File: config.mk
export PLATFORM = sky130hd
export DESIGN_NAME = adcr_top
export DESIGN_NICKNAME = d
export VERILOG_FILES = /design/src/adcr_pkg.sv /design/src/adcr_result_mem.sv /design/src/adcr_top.sv
export SDC_FILE = /design/constraint.sdc
export NUM_CORES = 1
export LEC_CHECK = 0
export ABC_CLOCK_PERIOD_IN_PS = 8400
export BUFFER_PORTS_ARGS = -buffer_cell sky130_fd_sc_hd__clkbuf_2
export CAP_MARGIN = 20
export CORE_ASPECT_RATIO = 1.2
export CORE_MARGIN = 1
export CORE_UTILIZATION = 50
export CTS_BUF_LIST = sky130_fd_sc_hd__clkbuf_2
export DETAILED_ROUTE_END_ITERATION = 8
export GPL_TIMING_DRIVEN = 0
export PLACE_DENSITY_LB_ADDON = 0.15
export SETUP_SLACK_MARGIN = 0.2
export SYNTH_ARGS = -nofsm -noshare
export SYNTH_HDL_FRONTEND = slang
export SYNTH_SLANG_ARGS = --single-unit
File: constraint.sdc
create_clock -name REF_CLK -period 8.4 [get_ports REF_CLK]
set_clock_uncertainty 0.15 [all_clocks]
set_input_delay 0.42 -clock REF_CLK [delete_from_list [all_inputs] [get_ports REF_CLK]]
set_output_delay 0.42 -clock REF_CLK [all_outputs]
set_load 0.03 [all_outputs]
File: src/adcr_pkg.sv
// Package with register map, field layout, reset values and types of the converter control block.
package adcr_pkg;

  localparam int unsigned ADDR_W = 8;
  localparam int unsigned DATA_W = 16;
  localparam int unsigned RES_W = 12;
  localparam int unsigned NUM_INPUTS = 8;
  localparam int unsigned CH_W = 3;

  // Register byte addresses, one aligned word each.
  localparam logic [7:0] OFS_CTRL = 8'h00;
  localparam logic [7:0] OFS_TRIG = 8'h04;
  localparam logic [7:0] OFS_CFG = 8'h08;
  localparam logic [7:0] OFS_FLAGS = 8'h0C;
  localparam logic [7:0] OFS_ENABLES = 8'h10;
  localparam logic [7:0] OFS_RESULT0 = 8'h20;
  localparam logic [7:0] OFS_RESULT_END = 8'h3C;

  // Control register fields.
  localparam int unsigned CTRL_MODULE_EN_BIT = 0;
  localparam int unsigned CTRL_START_BIT = 1;
  localparam int unsigned CTRL_BUSY_BIT = 10;
  localparam int unsigned CTRL_CUR_INPUT_LSB = 12;

  // Trigger and input select register fields.
  localparam int unsigned TRIG_SMP_LSB = 0;
  localparam int unsigned TRIG_SRC_LSB = 4;
  localparam int unsigned TRIG_REPEAT_BIT = 6;
  localparam int unsigned TRIG_ALIGN_BIT = 7;
  localparam int unsigned TRIG_FIRST_LSB = 8;
  localparam int unsigned TRIG_LAST_LSB = 11;

  // Flag and enable layout.
  localparam int unsigned FLAG_DONE_LSB = 0;
  localparam int unsigned FLAG_OVF_LSB = 8;

  // Reset values.
  localparam logic [2:0] RST_SAMPLE_TIME = 3'h7;
  localparam logic [1:0] RST_TRIG_SRC = 2'h0;
  localparam logic [1:0] RST_VOLTAGE_RANGE_SEL = 2'h0;
  localparam logic [15:0] RST_RESULT = 16'h0000;

  // Sampling length is the field value plus this many timer clock cycles.
  localparam logic [3:0] SAMPLE_BASE_CYCLES = 4'h4;

  // Voltage range code that lets conversions run.
  localparam logic [1:0] VOLTAGE_RANGE_SEL_RUN = 2'h3;

  typedef enum logic [1:0] {
    TRIG_SOFTWARE = 2'b00,
    TRIG_TIMER = 2'b01,
    TRIG_RESERVED = 2'b10,
    TRIG_PIN = 2'b11
  } adcr_trig_t;

  typedef enum logic [1:0] {
    ST_IDLE = 2'b00,
    ST_SAMPLE = 2'b01,
    ST_CONVERT = 2'b10
  } adcr_state_t;

  // Places a raw 12-bit value left or right in a 16-bit word.
  function automatic logic [15:0] adcr_align(input logic [11:0] raw, input logic left);
    adcr_align = left ? {raw, 4'h0} : {4'h0, raw};
  endfunction

endpackage

File: src/adcr_result_mem.sv
// Small result store, one raw conversion word per analog input, with registered read data.
`timescale 1ns/1ps
module adcr_result_mem #(
  parameter int unsigned DEPTH = 8,
  parameter int unsigned WIDTH = 12
) (
  input wire logic clk,
  input wire logic rst_n,
  input wire logic wr_en,
  input wire logic [$clog2(DEPTH)-1:0] wr_addr,
  input wire logic [WIDTH-1:0] wr_data,
  input wire logic rd_en,
  input wire logic [$clog2(DEPTH)-1:0] rd_addr,
  output logic [WIDTH-1:0] rd_data_q
);

  logic [WIDTH-1:0] mem_q [DEPTH];

  // Entries reset to zero so that unconverted inputs read as zero.
  always_ff @(posedge clk or negedge rst_n) begin
    if (!rst_n) begin
      for (int i = 0; i < DEPTH; i++) begin
        mem_q[i] <= '0;
      end
    end else if (wr_en) begin
      mem_q[wr_addr] <= wr_data;
    end
  end

  always_ff @(posedge clk or negedge rst_n) begin
    if (!rst_n) begin
      rd_data_q <= '0;
    end else if (rd_en) begin
      rd_data_q <= mem_q[rd_addr];
    end
  end

endmodule

File: src/adcr_top.sv
// Control, trigger sequencing, flags and result registers of a 12-bit converter channel.
//
// Overview of operation
// - With the alignment selector at 1 every result reads left-justified, at 0 right-justified.
// - A change of alignment re-presents all stored results at once without touching the stored values.
// - A result is 12 bits in 16, in bits 15 to 4 with low bits zero or in bits 11 to 0 with high bits zero.
// - The repeat selector picks continuous conversion at 1 and one-time conversion at 0.
// - Trigger source 3 is the external pin, 1 the timer underflow, 0 the software start bit, 2 reserved.
// - Sampling lasts the sampling field value plus four timer clock cycles, 4 to 11 cycles.
// - No conversion runs while the voltage range is 0; only 3 enables operation, 1 and 2 are reserved.
// - Flags hold overwrite errors per input in bits 15 to 8 and completions per input in bits 7 to 0.
// - Writing 1 to a flag bit clears it and writing 0 leaves it alone.
// - The enable register has one enable per flag at the same position, 1 enabling the interrupt.
// - Each input has a read-only 16-bit result register holding its latest result, reset to zero.
// - Loading a result sets its completion flag and, if that flag was already set, its overwrite flag.
// - Conversion carries on after an overwrite error.
// - The interrupt is raised only while some flag and its enable are both set.
`timescale 1ns/1ps
module adcr_top (
  input wire logic REF_CLK,
  input wire logic RESET_N,
  input wire logic [7:0] ADDR,
  input wire logic [15:0] WR_DATA,
  input wire logic WR_EN,
  input wire logic RD_EN,
  output logic [15:0] RD_DATA,
  input wire logic TIMER_CLK_EN,
  input wire logic TIMER_UNDERFLOW,
  input wire logic EXT_TRIGGER_PIN_N,
  output logic CORE_SAMPLE,
  output logic CORE_CONVERT,
  output logic [2:0] CORE_INPUT,
  input wire logic CORE_DONE,
  input wire logic [11:0] CORE_RESULT,
  output logic IRQ
);

  ////////////////////////////////////////////////////////////////////////////
  // Reset release and trigger pin synchroniser.

  logic rst_s1_q, rst_n_s;

  always_ff @(posedge REF_CLK or negedge RESET_N) begin
    if (!RESET_N) begin
      rst_s1_q <= 1'b0;
      rst_n_s <= 1'b0;
    end else begin
      rst_s1_q <= 1'b1;
      rst_n_s <= rst_s1_q;
    end
  end

  // The pin idles high; a trigger is a falling edge seen by the second and third stages.
  logic pin_s1_q, pin_s2_q, pin_s3_q;

  always_ff @(posedge REF_CLK or negedge rst_n_s) begin
    if (!rst_n_s) begin
      pin_s1_q <= 1'b1;
      pin_s2_q <= 1'b1;
      pin_s3_q <= 1'b1;
    end else begin
      pin_s1_q <= EXT_TRIGGER_PIN_N;
      pin_s2_q <= pin_s1_q;
      pin_s3_q <= pin_s2_q;
    end
  end

  wire pin_fall = pin_s3_q & ~pin_s2_q;

  ////////////////////////////////////////////////////////////////////////////
  // Register file.

  logic module_en_q, start_q, sw_go_q;
  logic [2:0] smp_sel_q, first_sel_q, last_sel_q;
  logic [1:0] src_sel_q, voltage_range_sel_q;
  logic repeat_q, align_q;
  logic [15:0] flags_q, flags_d, inte_q;
  adcr_pkg::adcr_state_t state_q, state_d;
  logic [2:0] cur_ch_q;

  wire wr_ctrl = WR_EN && (ADDR == adcr_pkg::OFS_CTRL);
  wire wr_trig = WR_EN && (ADDR == adcr_pkg::OFS_TRIG);
  wire wr_cfg = WR_EN && (ADDR == adcr_pkg::OFS_CFG);
  wire wr_flags = WR_EN && (ADDR == adcr_pkg::OFS_FLAGS);
  wire wr_inte = WR_EN && (ADDR == adcr_pkg::OFS_ENABLES);
  wire addr_result = (ADDR >= adcr_pkg::OFS_RESULT0) && (ADDR <= adcr_pkg::OFS_RESULT_END) && (ADDR[1:0] == 2'b00);
  wire [2:0] res_idx = ADDR[4:2];
  wire busy = (state_q != adcr_pkg::ST_IDLE);
  wire new_start = WR_DATA[adcr_pkg::CTRL_START_BIT];

  always_ff @(posedge REF_CLK or negedge rst_n_s) begin
    if (!rst_n_s) begin
      module_en_q <= 1'b0;
      start_q <= 1'b0;
      sw_go_q <= 1'b0;
    end else begin
      sw_go_q <= wr_ctrl && new_start && !start_q;
      if (wr_ctrl) begin
        module_en_q <= WR_DATA[adcr_pkg::CTRL_MODULE_EN_BIT];
        start_q <= new_start;
      end
    end
  end

  always_ff @(posedge REF_CLK or negedge rst_n_s) begin
    if (!rst_n_s) begin
      smp_sel_q <= adcr_pkg::RST_SAMPLE_TIME;
      src_sel_q <= adcr_pkg::RST_TRIG_SRC;
      repeat_q <= 1'b0;
      align_q <= 1'b0;
      first_sel_q <= 3'h0;
      last_sel_q <= 3'h0;
    end else if (wr_trig) begin
      smp_sel_q <= WR_DATA[adcr_pkg::TRIG_SMP_LSB +: 3];
      src_sel_q <= WR_DATA[adcr_pkg::TRIG_SRC_LSB +: 2];
      repeat_q <= WR_DATA[adcr_pkg::TRIG_REPEAT_BIT];
      align_q <= WR_DATA[adcr_pkg::TRIG_ALIGN_BIT];
      first_sel_q <= WR_DATA[adcr_pkg::TRIG_FIRST_LSB +: 3];
      last_sel_q <= WR_DATA[adcr_pkg::TRIG_LAST_LSB +: 3];
    end
  end

  // A range change while busy is not blocked; software waits for idle first.
  always_ff @(posedge REF_CLK or negedge rst_n_s) begin
    if (!rst_n_s) begin
      voltage_range_sel_q <= adcr_pkg::RST_VOLTAGE_RANGE_SEL;
      inte_q <= 16'h0000;
    end else begin
      if (wr_cfg) begin
        voltage_range_sel_q <= WR_DATA[1:0];
      end
      if (wr_inte) begin
        inte_q <= WR_DATA;
      end
    end
  end

  ////////////////////////////////////////////////////////////////////////////
  // Trigger selection and conversion sequencer.

  // Reserved range codes are treated like the disabled code.
  wire run_ok = module_en_q && (voltage_range_sel_q == adcr_pkg::VOLTAGE_RANGE_SEL_RUN);
  wire trig_event = (src_sel_q == adcr_pkg::TRIG_SOFTWARE) ? sw_go_q :
                    (src_sel_q == adcr_pkg::TRIG_TIMER) ? (start_q && TIMER_UNDERFLOW) :
                    (src_sel_q == adcr_pkg::TRIG_PIN) ? (start_q && pin_fall) : 1'b0;
  wire [3:0] smp_target = {1'b0, smp_sel_q} + adcr_pkg::SAMPLE_BASE_CYCLES;
  logic [3:0] smp_cnt_q;
  wire smp_last = TIMER_CLK_EN && (smp_cnt_q == smp_target - 4'h1);
  wire load_result = (state_q == adcr_pkg::ST_CONVERT) && CORE_DONE;
  wire at_last = (cur_ch_q == last_sel_q);
  wire go_on = start_q && run_ok;
  wire restart = at_last && repeat_q && go_on;

  // Stopping takes effect after the conversion in flight, never mid-sample.
  always_comb begin
    state_d = state_q;
    unique case (state_q)
      adcr_pkg::ST_IDLE: begin
        if (trig_event && run_ok) begin
          state_d = adcr_pkg::ST_SAMPLE;
        end
      end
      adcr_pkg::ST_SAMPLE: begin
        if (smp_last) begin
          state_d = adcr_pkg::ST_CONVERT;
        end
      end
      adcr_pkg::ST_CONVERT: begin
        if (CORE_DONE) begin
          state_d = ((!at_last && go_on) || restart) ? adcr_pkg::ST_SAMPLE : adcr_pkg::ST_IDLE;
        end
      end
      default: begin
        state_d = adcr_pkg::ST_IDLE;
      end
    endcase
  end

  always_ff @(posedge REF_CLK or negedge rst_n_s) begin
    if (!rst_n_s) begin
      state_q <= adcr_pkg::ST_IDLE;
      cur_ch_q <= 3'h0;
      smp_cnt_q <= 4'h0;
      CORE_CONVERT <= 1'b0;
    end else begin
      state_q <= state_d;
      CORE_CONVERT <= (state_q == adcr_pkg::ST_SAMPLE) && smp_last;
      if (state_d != adcr_pkg::ST_SAMPLE) begin
        smp_cnt_q <= 4'h0;
      end else if (TIMER_CLK_EN && state_q == adcr_pkg::ST_SAMPLE) begin
        smp_cnt_q <= smp_cnt_q + 4'h1;
      end
      if (state_q == adcr_pkg::ST_IDLE && state_d == adcr_pkg::ST_SAMPLE) begin
        cur_ch_q <= first_sel_q;
      end else if (load_result && state_d == adcr_pkg::ST_SAMPLE) begin
        cur_ch_q <= restart ? first_sel_q : cur_ch_q + 3'h1;
      end
    end
  end

  assign CORE_SAMPLE = (state_q == adcr_pkg::ST_SAMPLE);
  assign CORE_INPUT = cur_ch_q;

  ////////////////////////////////////////////////////////////////////////////
  // Flags and interrupt.

  wire [7:0] load_mask = load_result ? (8'h01 << cur_ch_q) : 8'h00;
  wire [15:0] flag_set = {load_mask & flags_q[7:0], load_mask};
  wire [15:0] flag_clr = wr_flags ? WR_DATA : 16'h0000;

  // A load in the same cycle as a clear keeps the flag set.
  assign flags_d = (flags_q & ~flag_clr) | flag_set;

  always_ff @(posedge REF_CLK or negedge rst_n_s) begin
    if (!rst_n_s) begin
      flags_q <= 16'h0000;
    end else begin
      flags_q <= flags_d;
    end
  end

  assign IRQ = |(flags_q & inte_q);

  ////////////////////////////////////////////////////////////////////////////
  // Result store and read path.

  logic [11:0] mem_rd;
  logic rd_res_q;
  logic [15:0] rd_reg_q;

  adcr_result_mem #(
    .DEPTH(adcr_pkg::NUM_INPUTS),
    .WIDTH(adcr_pkg::RES_W)
  ) u_mem (
    .clk(REF_CLK),
    .rst_n(rst_n_s),
    .wr_en(load_result),
    .wr_addr(cur_ch_q),
    .wr_data(CORE_RESULT),
    .rd_en(RD_EN && addr_result),
    .rd_addr(res_idx),
    .rd_data_q(mem_rd)
  );

  wire [15:0] ctrl_view = {1'b0, cur_ch_q, 1'b0, busy, 8'h00, start_q, module_en_q};
  wire [15:0] trig_view = {2'b00, last_sel_q, first_sel_q, align_q, repeat_q, src_sel_q, 1'b0, smp_sel_q};
  wire [15:0] reg_view = (ADDR == adcr_pkg::OFS_CTRL) ? ctrl_view :
                         (ADDR == adcr_pkg::OFS_TRIG) ? trig_view :
                         (ADDR == adcr_pkg::OFS_CFG) ? {14'h0000, voltage_range_sel_q} :
                         (ADDR == adcr_pkg::OFS_FLAGS) ? flags_q :
                         (ADDR == adcr_pkg::OFS_ENABLES) ? inte_q : 16'h0000;

  always_ff @(posedge REF_CLK or negedge rst_n_s) begin
    if (!rst_n_s) begin
      rd_res_q <= 1'b0;
      rd_reg_q <= 16'h0000;
    end else begin
      rd_res_q <= RD_EN && addr_result;
      rd_reg_q <= RD_EN ? reg_view : 16'h0000;
    end
  end

  // Raw values are stored and aligned on the way out, so an alignment change shows at once.
  assign RD_DATA = rd_res_q ? adcr_pkg::adcr_align(mem_rd, align_q) : rd_reg_q;

  logic [3:0] ast_ticks_q;

  always_ff @(posedge REF_CLK or negedge rst_n_s) begin
    if (!rst_n_s) begin
      ast_ticks_q <= 4'h0;
    end else if (!CORE_SAMPLE) begin
      ast_ticks_q <= 4'h0;
    end else if (TIMER_CLK_EN) begin
      ast_ticks_q <= ast_ticks_q + 4'h1;
    end
  end
endmodule
Word level (Yosys, flattened, before mapping)
Index checks and enable logic that the tools add are counted.

operators by class
  multiplexer cells = 29
  add/sub/neg operators = 4
  reduce and logical (&&, ||, !) cells = 36
  bitwise logic cells = 9
  shifts and indexed selects = 1
  equality and inequality tests = 13
  $lt $le $gt $ge = 5

operators by type and width
  kind                                                  number
  two-way mux 16 bit                                    9
  bitwise mux 96 bit                                    1
  binary-select mux 12 bit (select 3 bit)               1
  demux 12 bit (select 3 bit)                           1
  two-way mux 12 bit                                    3
  AND 16 bit                                            2
  logical AND 1 bit                                     25
  equality test 8 x 4 -> 1 bit (second input constant)  2
  inverter 16 bit                                       1
  OR 16 bit                                             1
  OR reduction 16 bit                                   1
  two-way mux 3 bit                                     3
  AND 8 bit                                             1
  equality test 8 x 3 -> 1 bit (second input constant)  1
  equality test 8 x 5 -> 1 bit (second input constant)  1
  >= comparator 4 bit (second input constant)           2
  >= comparator 8 x 6 -> 1 bit (second input constant)  1
  <= comparator 8 x 6 -> 1 bit (second input constant)  1
  logical NOT 8 bit                                     1
  two-way mux 4 bit                                     2
  two-way mux 8 bit                                     1
  inverter 3 -> 4 bit                                   2
  << shifter 1 x 3 -> 8 bit (first input constant)      1
  equality test 2 x 1 -> 1 bit (second input constant)  3
  other kinds (18)                                      30

word-level totals
  register bits after elaboration = 190
  word-level logic and storage cells = 129
  bits of input ports = 44
  output and inout port bits = 22

Longest topological paths before layout
  word-level depth = 13
  gate-level depth with buffers = 7
  mapped depth without buffers = 6

Hierarchy
A second synthesis with hierarchy kept.

unflattened totals
  cell total of the unflattened synthesis = 722
  area, all modules = 9043.7 µm²

by module, submodules not included
  module           area each (µm²)  instances  cells each
  adcr_result_mem  4894.7           1          347
  adcr_top         4149.0           1          375

Worst setup path after synthesis
Ideal clock, no wire load.

  path kind = input port to flip-flop
  start point = input port ADDR[1]
  end point = register first_sel_q[0]
  buffers on the path = 1
  arrival time = 2123 ps
  setup slack = 6002 ps
  required time = 8125 ps
  cell stages on the path = 5
  setup time = 125 ps
  path through = or4_4 -> or3_4 -> nor3b_4 -> buf_6 -> mux2_2

between the ends
  cells in the longest elaborated chain, start to end = 2

ends and longest elaborated chain
  item                          RTL line         source
  from (decl)                   adcr_top.sv:22   input wire logic [7:0] ADDR,
  equality test 8 x 3 -> 1 bit  adcr_top.sv:82   wire wr_trig = WR_EN && (ADDR == adcr_pkg::OFS_TRIG);
  logical AND 1 bit             adcr_top.sv:82
  to (signal assigned)          adcr_top.sv:118  first_sel_q <= WR_DATA[adcr_pkg::TRIG_FIRST_LSB +: 3];
  to (decl)                     adcr_top.sv:74   logic [2:0] smp_sel_q, first_sel_q, last_sel_q;

Every way passes these cells.
A chain may end at the register's enable or synchronous reset.

Worst setup path in the final report
  start point = register align_q
  end point = output port RD_DATA[9]

between the ends
  cells in the longest elaborated chain, start to end = 2

ends and longest elaborated chain
  item                    RTL line         source
  from (decl)             adcr_top.sv:76   logic repeat_q, align_q;
  from (signal assigned)  adcr_top.sv:117  align_q <= WR_DATA[adcr_pkg::TRIG_ALIGN_BIT];
  two-way mux 16 bit      adcr_pkg.sv:64   adcr_align = left ? {raw, 4'h0} : {4'h0, raw};
  two-way mux 16 bit      adcr_top.sv:264  assign RD_DATA = rd_res_q ? adcr_pkg::adcr_align(mem_rd, align_q) : rd_reg_q;
  to (decl)               adcr_top.sv:26   output logic [15:0] RD_DATA,

Every way passes these cells.

==> impl_metrics.env <==
export IMPL_hold_viol_final=0
export IMPL_routed_wl_met2_um=11660
export IMPL_syn_mean_instance_area_um2=13.06
export IMPL_finalWeightedCongestion=0.9322
export IMPL_holdCritPathClass="reg2async"
export IMPL_m1WireLength_um=8849
export IMPL_top_signal_layer_used="met4"
export IMPL_cts_resized=0
export IMPL_worst_path_dominant_cell_family="buffers and inverters"
export IMPL_class_of_the_most_critical_setup_path="reg2out"
export IMPL_floorplan_die_height_um=147.8
export IMPL_grt_setup_unrepaired="no"
export IMPL_pwr_density_cell_nw_per_um2=153.8
export IMPL_vias_in_the_first_global_route=6465
export IMPL_ctsHoldBuffers=43
export IMPL_worstSkewPairLatency_ns=0.75
export IMPL_antenna_found_initial=0
export IMPL_rows=52
export IMPL_cts_sink_count=190
export IMPL_drt_pre_antenna_iters=4
export IMPL_regToRegEndpoint="u_mem.mem_q[81]"
export IMPL_grt_first_pass_wirelength_um=35380
export IMPL_post_synthesis_register_bit_count=190
export IMPL_htree_num_levels=4
export IMPL_ant_nets=0
export IMPL_die_area_um2=18250
export IMPL_finalWorstPathRequiredPeriod_ns=3.121
export IMPL_worst_path_largest_cell_delay_ns=0.49
export IMPL_worstReg2RegStart="CORE_INPUT[2]"
export IMPL_netlist_area_um2=8857
export IMPL_cts_path_max_buffers=2
export IMPL_mapped_nets=730
export IMPL_max_freq_ghz=0.3204
export IMPL_vias_per_cell=5.847
export IMPL_setup_viol=0
export IMPL_seq_area_frac_synth=0.5376
export IMPL_total_neg_setup_slack_ns=0
export IMPL_die_w_um=123.5
export IMPL_layout_area_overhead_vs_synth_pct=15.27
export IMPL_cts_tree="done"
export IMPL_drive_above_1_share=0.3415
export IMPL_leakage_nw=4.899
export IMPL_drcViolationCount=0
export IMPL_diodes=0
export IMPL_worstPathCellList="clkbuf_1, buf_1, mux2i_1, a21oi_1, clkbuf_2"
export IMPL_worstRegToRegCells=6
export IMPL_io_buffers=64
export IMPL_worst_ep_required_time_ns=7.83
export IMPL_crit_fanout=10
export IMPL_drt_first_iter_violations=384
export IMPL_max_cap_violations=0
export IMPL_share_of_synthesized_registers_carrying_an_async_set_or_reset=1.000
export IMPL_synth_warnings=0
export IMPL_hpwl_um=16090
export IMPL_worst_hold_check_slack_ns=0.03632
export IMPL_vias=6058
export IMPL_synth_lib_cells_used_distinct=50
export IMPL_worst_ir_drop_vdd_v=0.0001010
export IMPL_grt_overflow_total=0
export IMPL_start_kind="flop"
export IMPL_start_util=0.5176
export IMPL_crit_buf_inv=3
export IMPL_cts_root_buf="sky130_fd_sc_hd__clkbuf_2"
export IMPL_clk_pin_slew_worst_paths_ns=0.25
export IMPL_totalWireLength_um=22230
export IMPL_nNetsFinal=859
export IMPL_max_slew_margin_rel=0.3767
export IMPL_number_of_enable_type_register_cells_in_the_synthesized_netlist=0
export IMPL_synthFlopType="sky130_fd_sc_hd__dfrtp_1"
export IMPL_timing_reg2reg_setup_slack_ns=5.66
export IMPL_layout_worst_path_cycle_share=0.3716
export IMPL_top_level_ports=66
export IMPL_cts_buffers_inserted=17
export IMPL_timing_max_transition_violations_final=0
export IMPL_wl_per_cell_um=21.45
export IMPL_routed_wl_met3_um=784
export IMPL_crit_slowest_cell="sky130_fd_sc_hd__buf_1"
export IMPL_worstPathArrival_ns=2.55
export IMPL_cts_repair_timing_setup_buffer_count=0
export IMPL_critPathCaptureType="output port"
export IMPL_synth_cells=678
export IMPL_grt_start_max_net_pins=74
export IMPL_run_status="finished, final reports clean"
export IMPL_pin_slew_with_the_least_headroom_to_its_limit_ns=0.9349
export IMPL_total_track_usage=0.2632
export IMPL_floorplan_core_area_um2=17110
-- where the power goes --
group	internal, mW	switching, mW
sequential	0.940	0.0245
combinational	0.0566	0.0731
clock	0.173	0.302
total	1.17	0.400
-- layer usage --
layer	vias to the layer above	GRT usage
met5	-	0
met4	0	0.1337
met3	51	0.04282
met2	136	0.4478
met1	3130	0.3198
li1	2741	-
-- cell usage after synthesis (2+ instances only) --
cell type,instances,share of area
sky130_fd_sc_hd__a211oi_1,5,0.0042
sky130_fd_sc_hd__a21oi_1,26,0.015
sky130_fd_sc_hd__a221oi_1,5,0.0049
sky130_fd_sc_hd__a22o_1,22,0.022
sky130_fd_sc_hd__a22oi_1,15,0.013
sky130_fd_sc_hd__a31o_2,2,0.0020
sky130_fd_sc_hd__a32o_1,8,0.0090
sky130_fd_sc_hd__and2_1,2,0.0014
sky130_fd_sc_hd__and3_1,12,0.0085
sky130_fd_sc_hd__and3b_1,2,0.0020
sky130_fd_sc_hd__buf_1,7,0.0030
sky130_fd_sc_hd__buf_2,10,0.0057
sky130_fd_sc_hd__clkbuf_1,24,0.010
sky130_fd_sc_hd__dfrtp_1,184,0.52
sky130_fd_sc_hd__dfstp_2,6,0.018
sky130_fd_sc_hd__ha_1,8,0.011
sky130_fd_sc_hd__inv_1,19,0.0081
sky130_fd_sc_hd__mux2_2,129,0.16
sky130_fd_sc_hd__mux2i_1,23,0.026
sky130_fd_sc_hd__mux4_2,24,0.061
sky130_fd_sc_hd__nand2_1,29,0.012
sky130_fd_sc_hd__nand2b_1,3,0.0021
sky130_fd_sc_hd__nand3_1,10,0.0057
sky130_fd_sc_hd__nand4_1,5,0.0035
sky130_fd_sc_hd__nand4b_1,2,0.0020
sky130_fd_sc_hd__nor2_1,39,0.017
sky130_fd_sc_hd__nor2b_1,7,0.0049
sky130_fd_sc_hd__nor3_1,5,0.0028
sky130_fd_sc_hd__nor3b_1,3,0.0025
sky130_fd_sc_hd__o211ai_1,3,0.0025
sky130_fd_sc_hd__o21ai_0,10,0.0057
sky130_fd_sc_hd__o22ai_1,3,0.0021
sky130_fd_sc_hd__or2_2,2,0.0014
sky130_fd_sc_hd__xnor2_1,4,0.0040
sky130_fd_sc_hd__xor2_1,5,0.0049
-- cells in the final DEF (no fill, tap or decap), drive strengths merged, types with 6 or more instances in the layout --
cell and n:
dfrtp 184, mux2 129, clkbuf 111, dlygate4sd3 43
nor2 39, nand2 29, a21oi 26, mux4 24
mux2i 23, a22o 22, buf 21, inv 20
a22oi 15, and3 12, o21ai 10, nand3 10
a32o 8, ha 8, nor2b 7, dfstp 6
-- logic make-up (layout without fill, tap and decap cells) --
kind of cell,count (synthesis),in the layout,synth area share
AO/OA/AOI/OAI,104,104,0.08490
XOR/XNOR,10,10,0.01158
AND/OR/NAND/NOR,127,127,0.07445
flip-flops,190,190,0.5376
multiplexers,176,176,0.2510
buffers and inverters,62,204,0.02868
other,1,1,0.0004234
adder cells (fa/ha/maj),8,8,0.01130
-- final cells by class --
cell class | count | area, µm²
Fill cell | 1376 | 6902
Sequential cell | 190 | 4766
Multi-Input combinational cell | 426 | 3841
Timing Repair Buffer | 110 | 825.8
Tap cell | 216 | 270.3
Buffer | 43 | 182.7
Clock inverter | 10 | 142.6
Clock buffer | 22 | 110.1
Inverter | 19 | 71.32
-- flip-flops by register name (all words and copies together) (netlist names), 2 cells and up --
register / flops
u_mem.mem_q: 96
flags_q: 16
inte_q: 16
rd_reg_q: 16
u_mem.rd_data_q: 12
smp_cnt_q: 4
CORE_INPUT: 3
first_sel_q: 3
last_sel_q: 3
smp_sel_q: 3
src_sel_q: 2
state_q: 2
voltage_range_sel_q: 2
-- worst register-to-register path: stages, from the launching register on --
cell                       delay [ns]
sky130_fd_sc_hd__dfrtp_1         0.65
sky130_fd_sc_hd__inv_1           0.11
sky130_fd_sc_hd__and2_1          0.15
sky130_fd_sc_hd__clkbuf_1        0.23
sky130_fd_sc_hd__nand3_1         0.23
sky130_fd_sc_hd__buf_1           0.67
sky130_fd_sc_hd__mux2_2          0.42
-- how the worst max path moves through the flow --
stage | startpoint | endpoint | cells after the start | slack [ns]
CTS | align_q | RD_DATA[9] | 5 | 5.23
global placement | rst_n_s | u_mem.mem_q[15] | 0 | 0.84
detailed placement | ADDR[3] | u_mem.rd_data_q[9] | 6 | 5.36
finish | align_q | RD_DATA[9] | 5 | 5.28
floorplan | rst_n_s | CORE_CONVERT | 0 | 2.57
global route | align_q | RD_DATA[9] | 5 | 5.08
-- through the flow --
| step | power (mW) | instances | utilization | instance area [µm²] | setup WS (ns) |
|---|---|---|---|---|---|
| 3_5_place_dp | 1.095 | 961 | 0.5567 | 9527 | 5.356 |
| 3_3_place_gp | 1.085 | 958 | 0.5521 | 9448 | 0.8449 |
| 6_report | 1.570 | 1036 | 0.5967 | 10210 | 5.279 |
| 4_1_cts | 1.588 | 1036 | 0.5967 | 10210 | 5.229 |
| 5_1_grt | 1.637 | 1036 | 0.5967 | 10210 | 5.076 |
| 2_1_floorplan | 1.040 | 678 | - | 8857 | 2.574 |
Power figures use the tool's default switching activity.
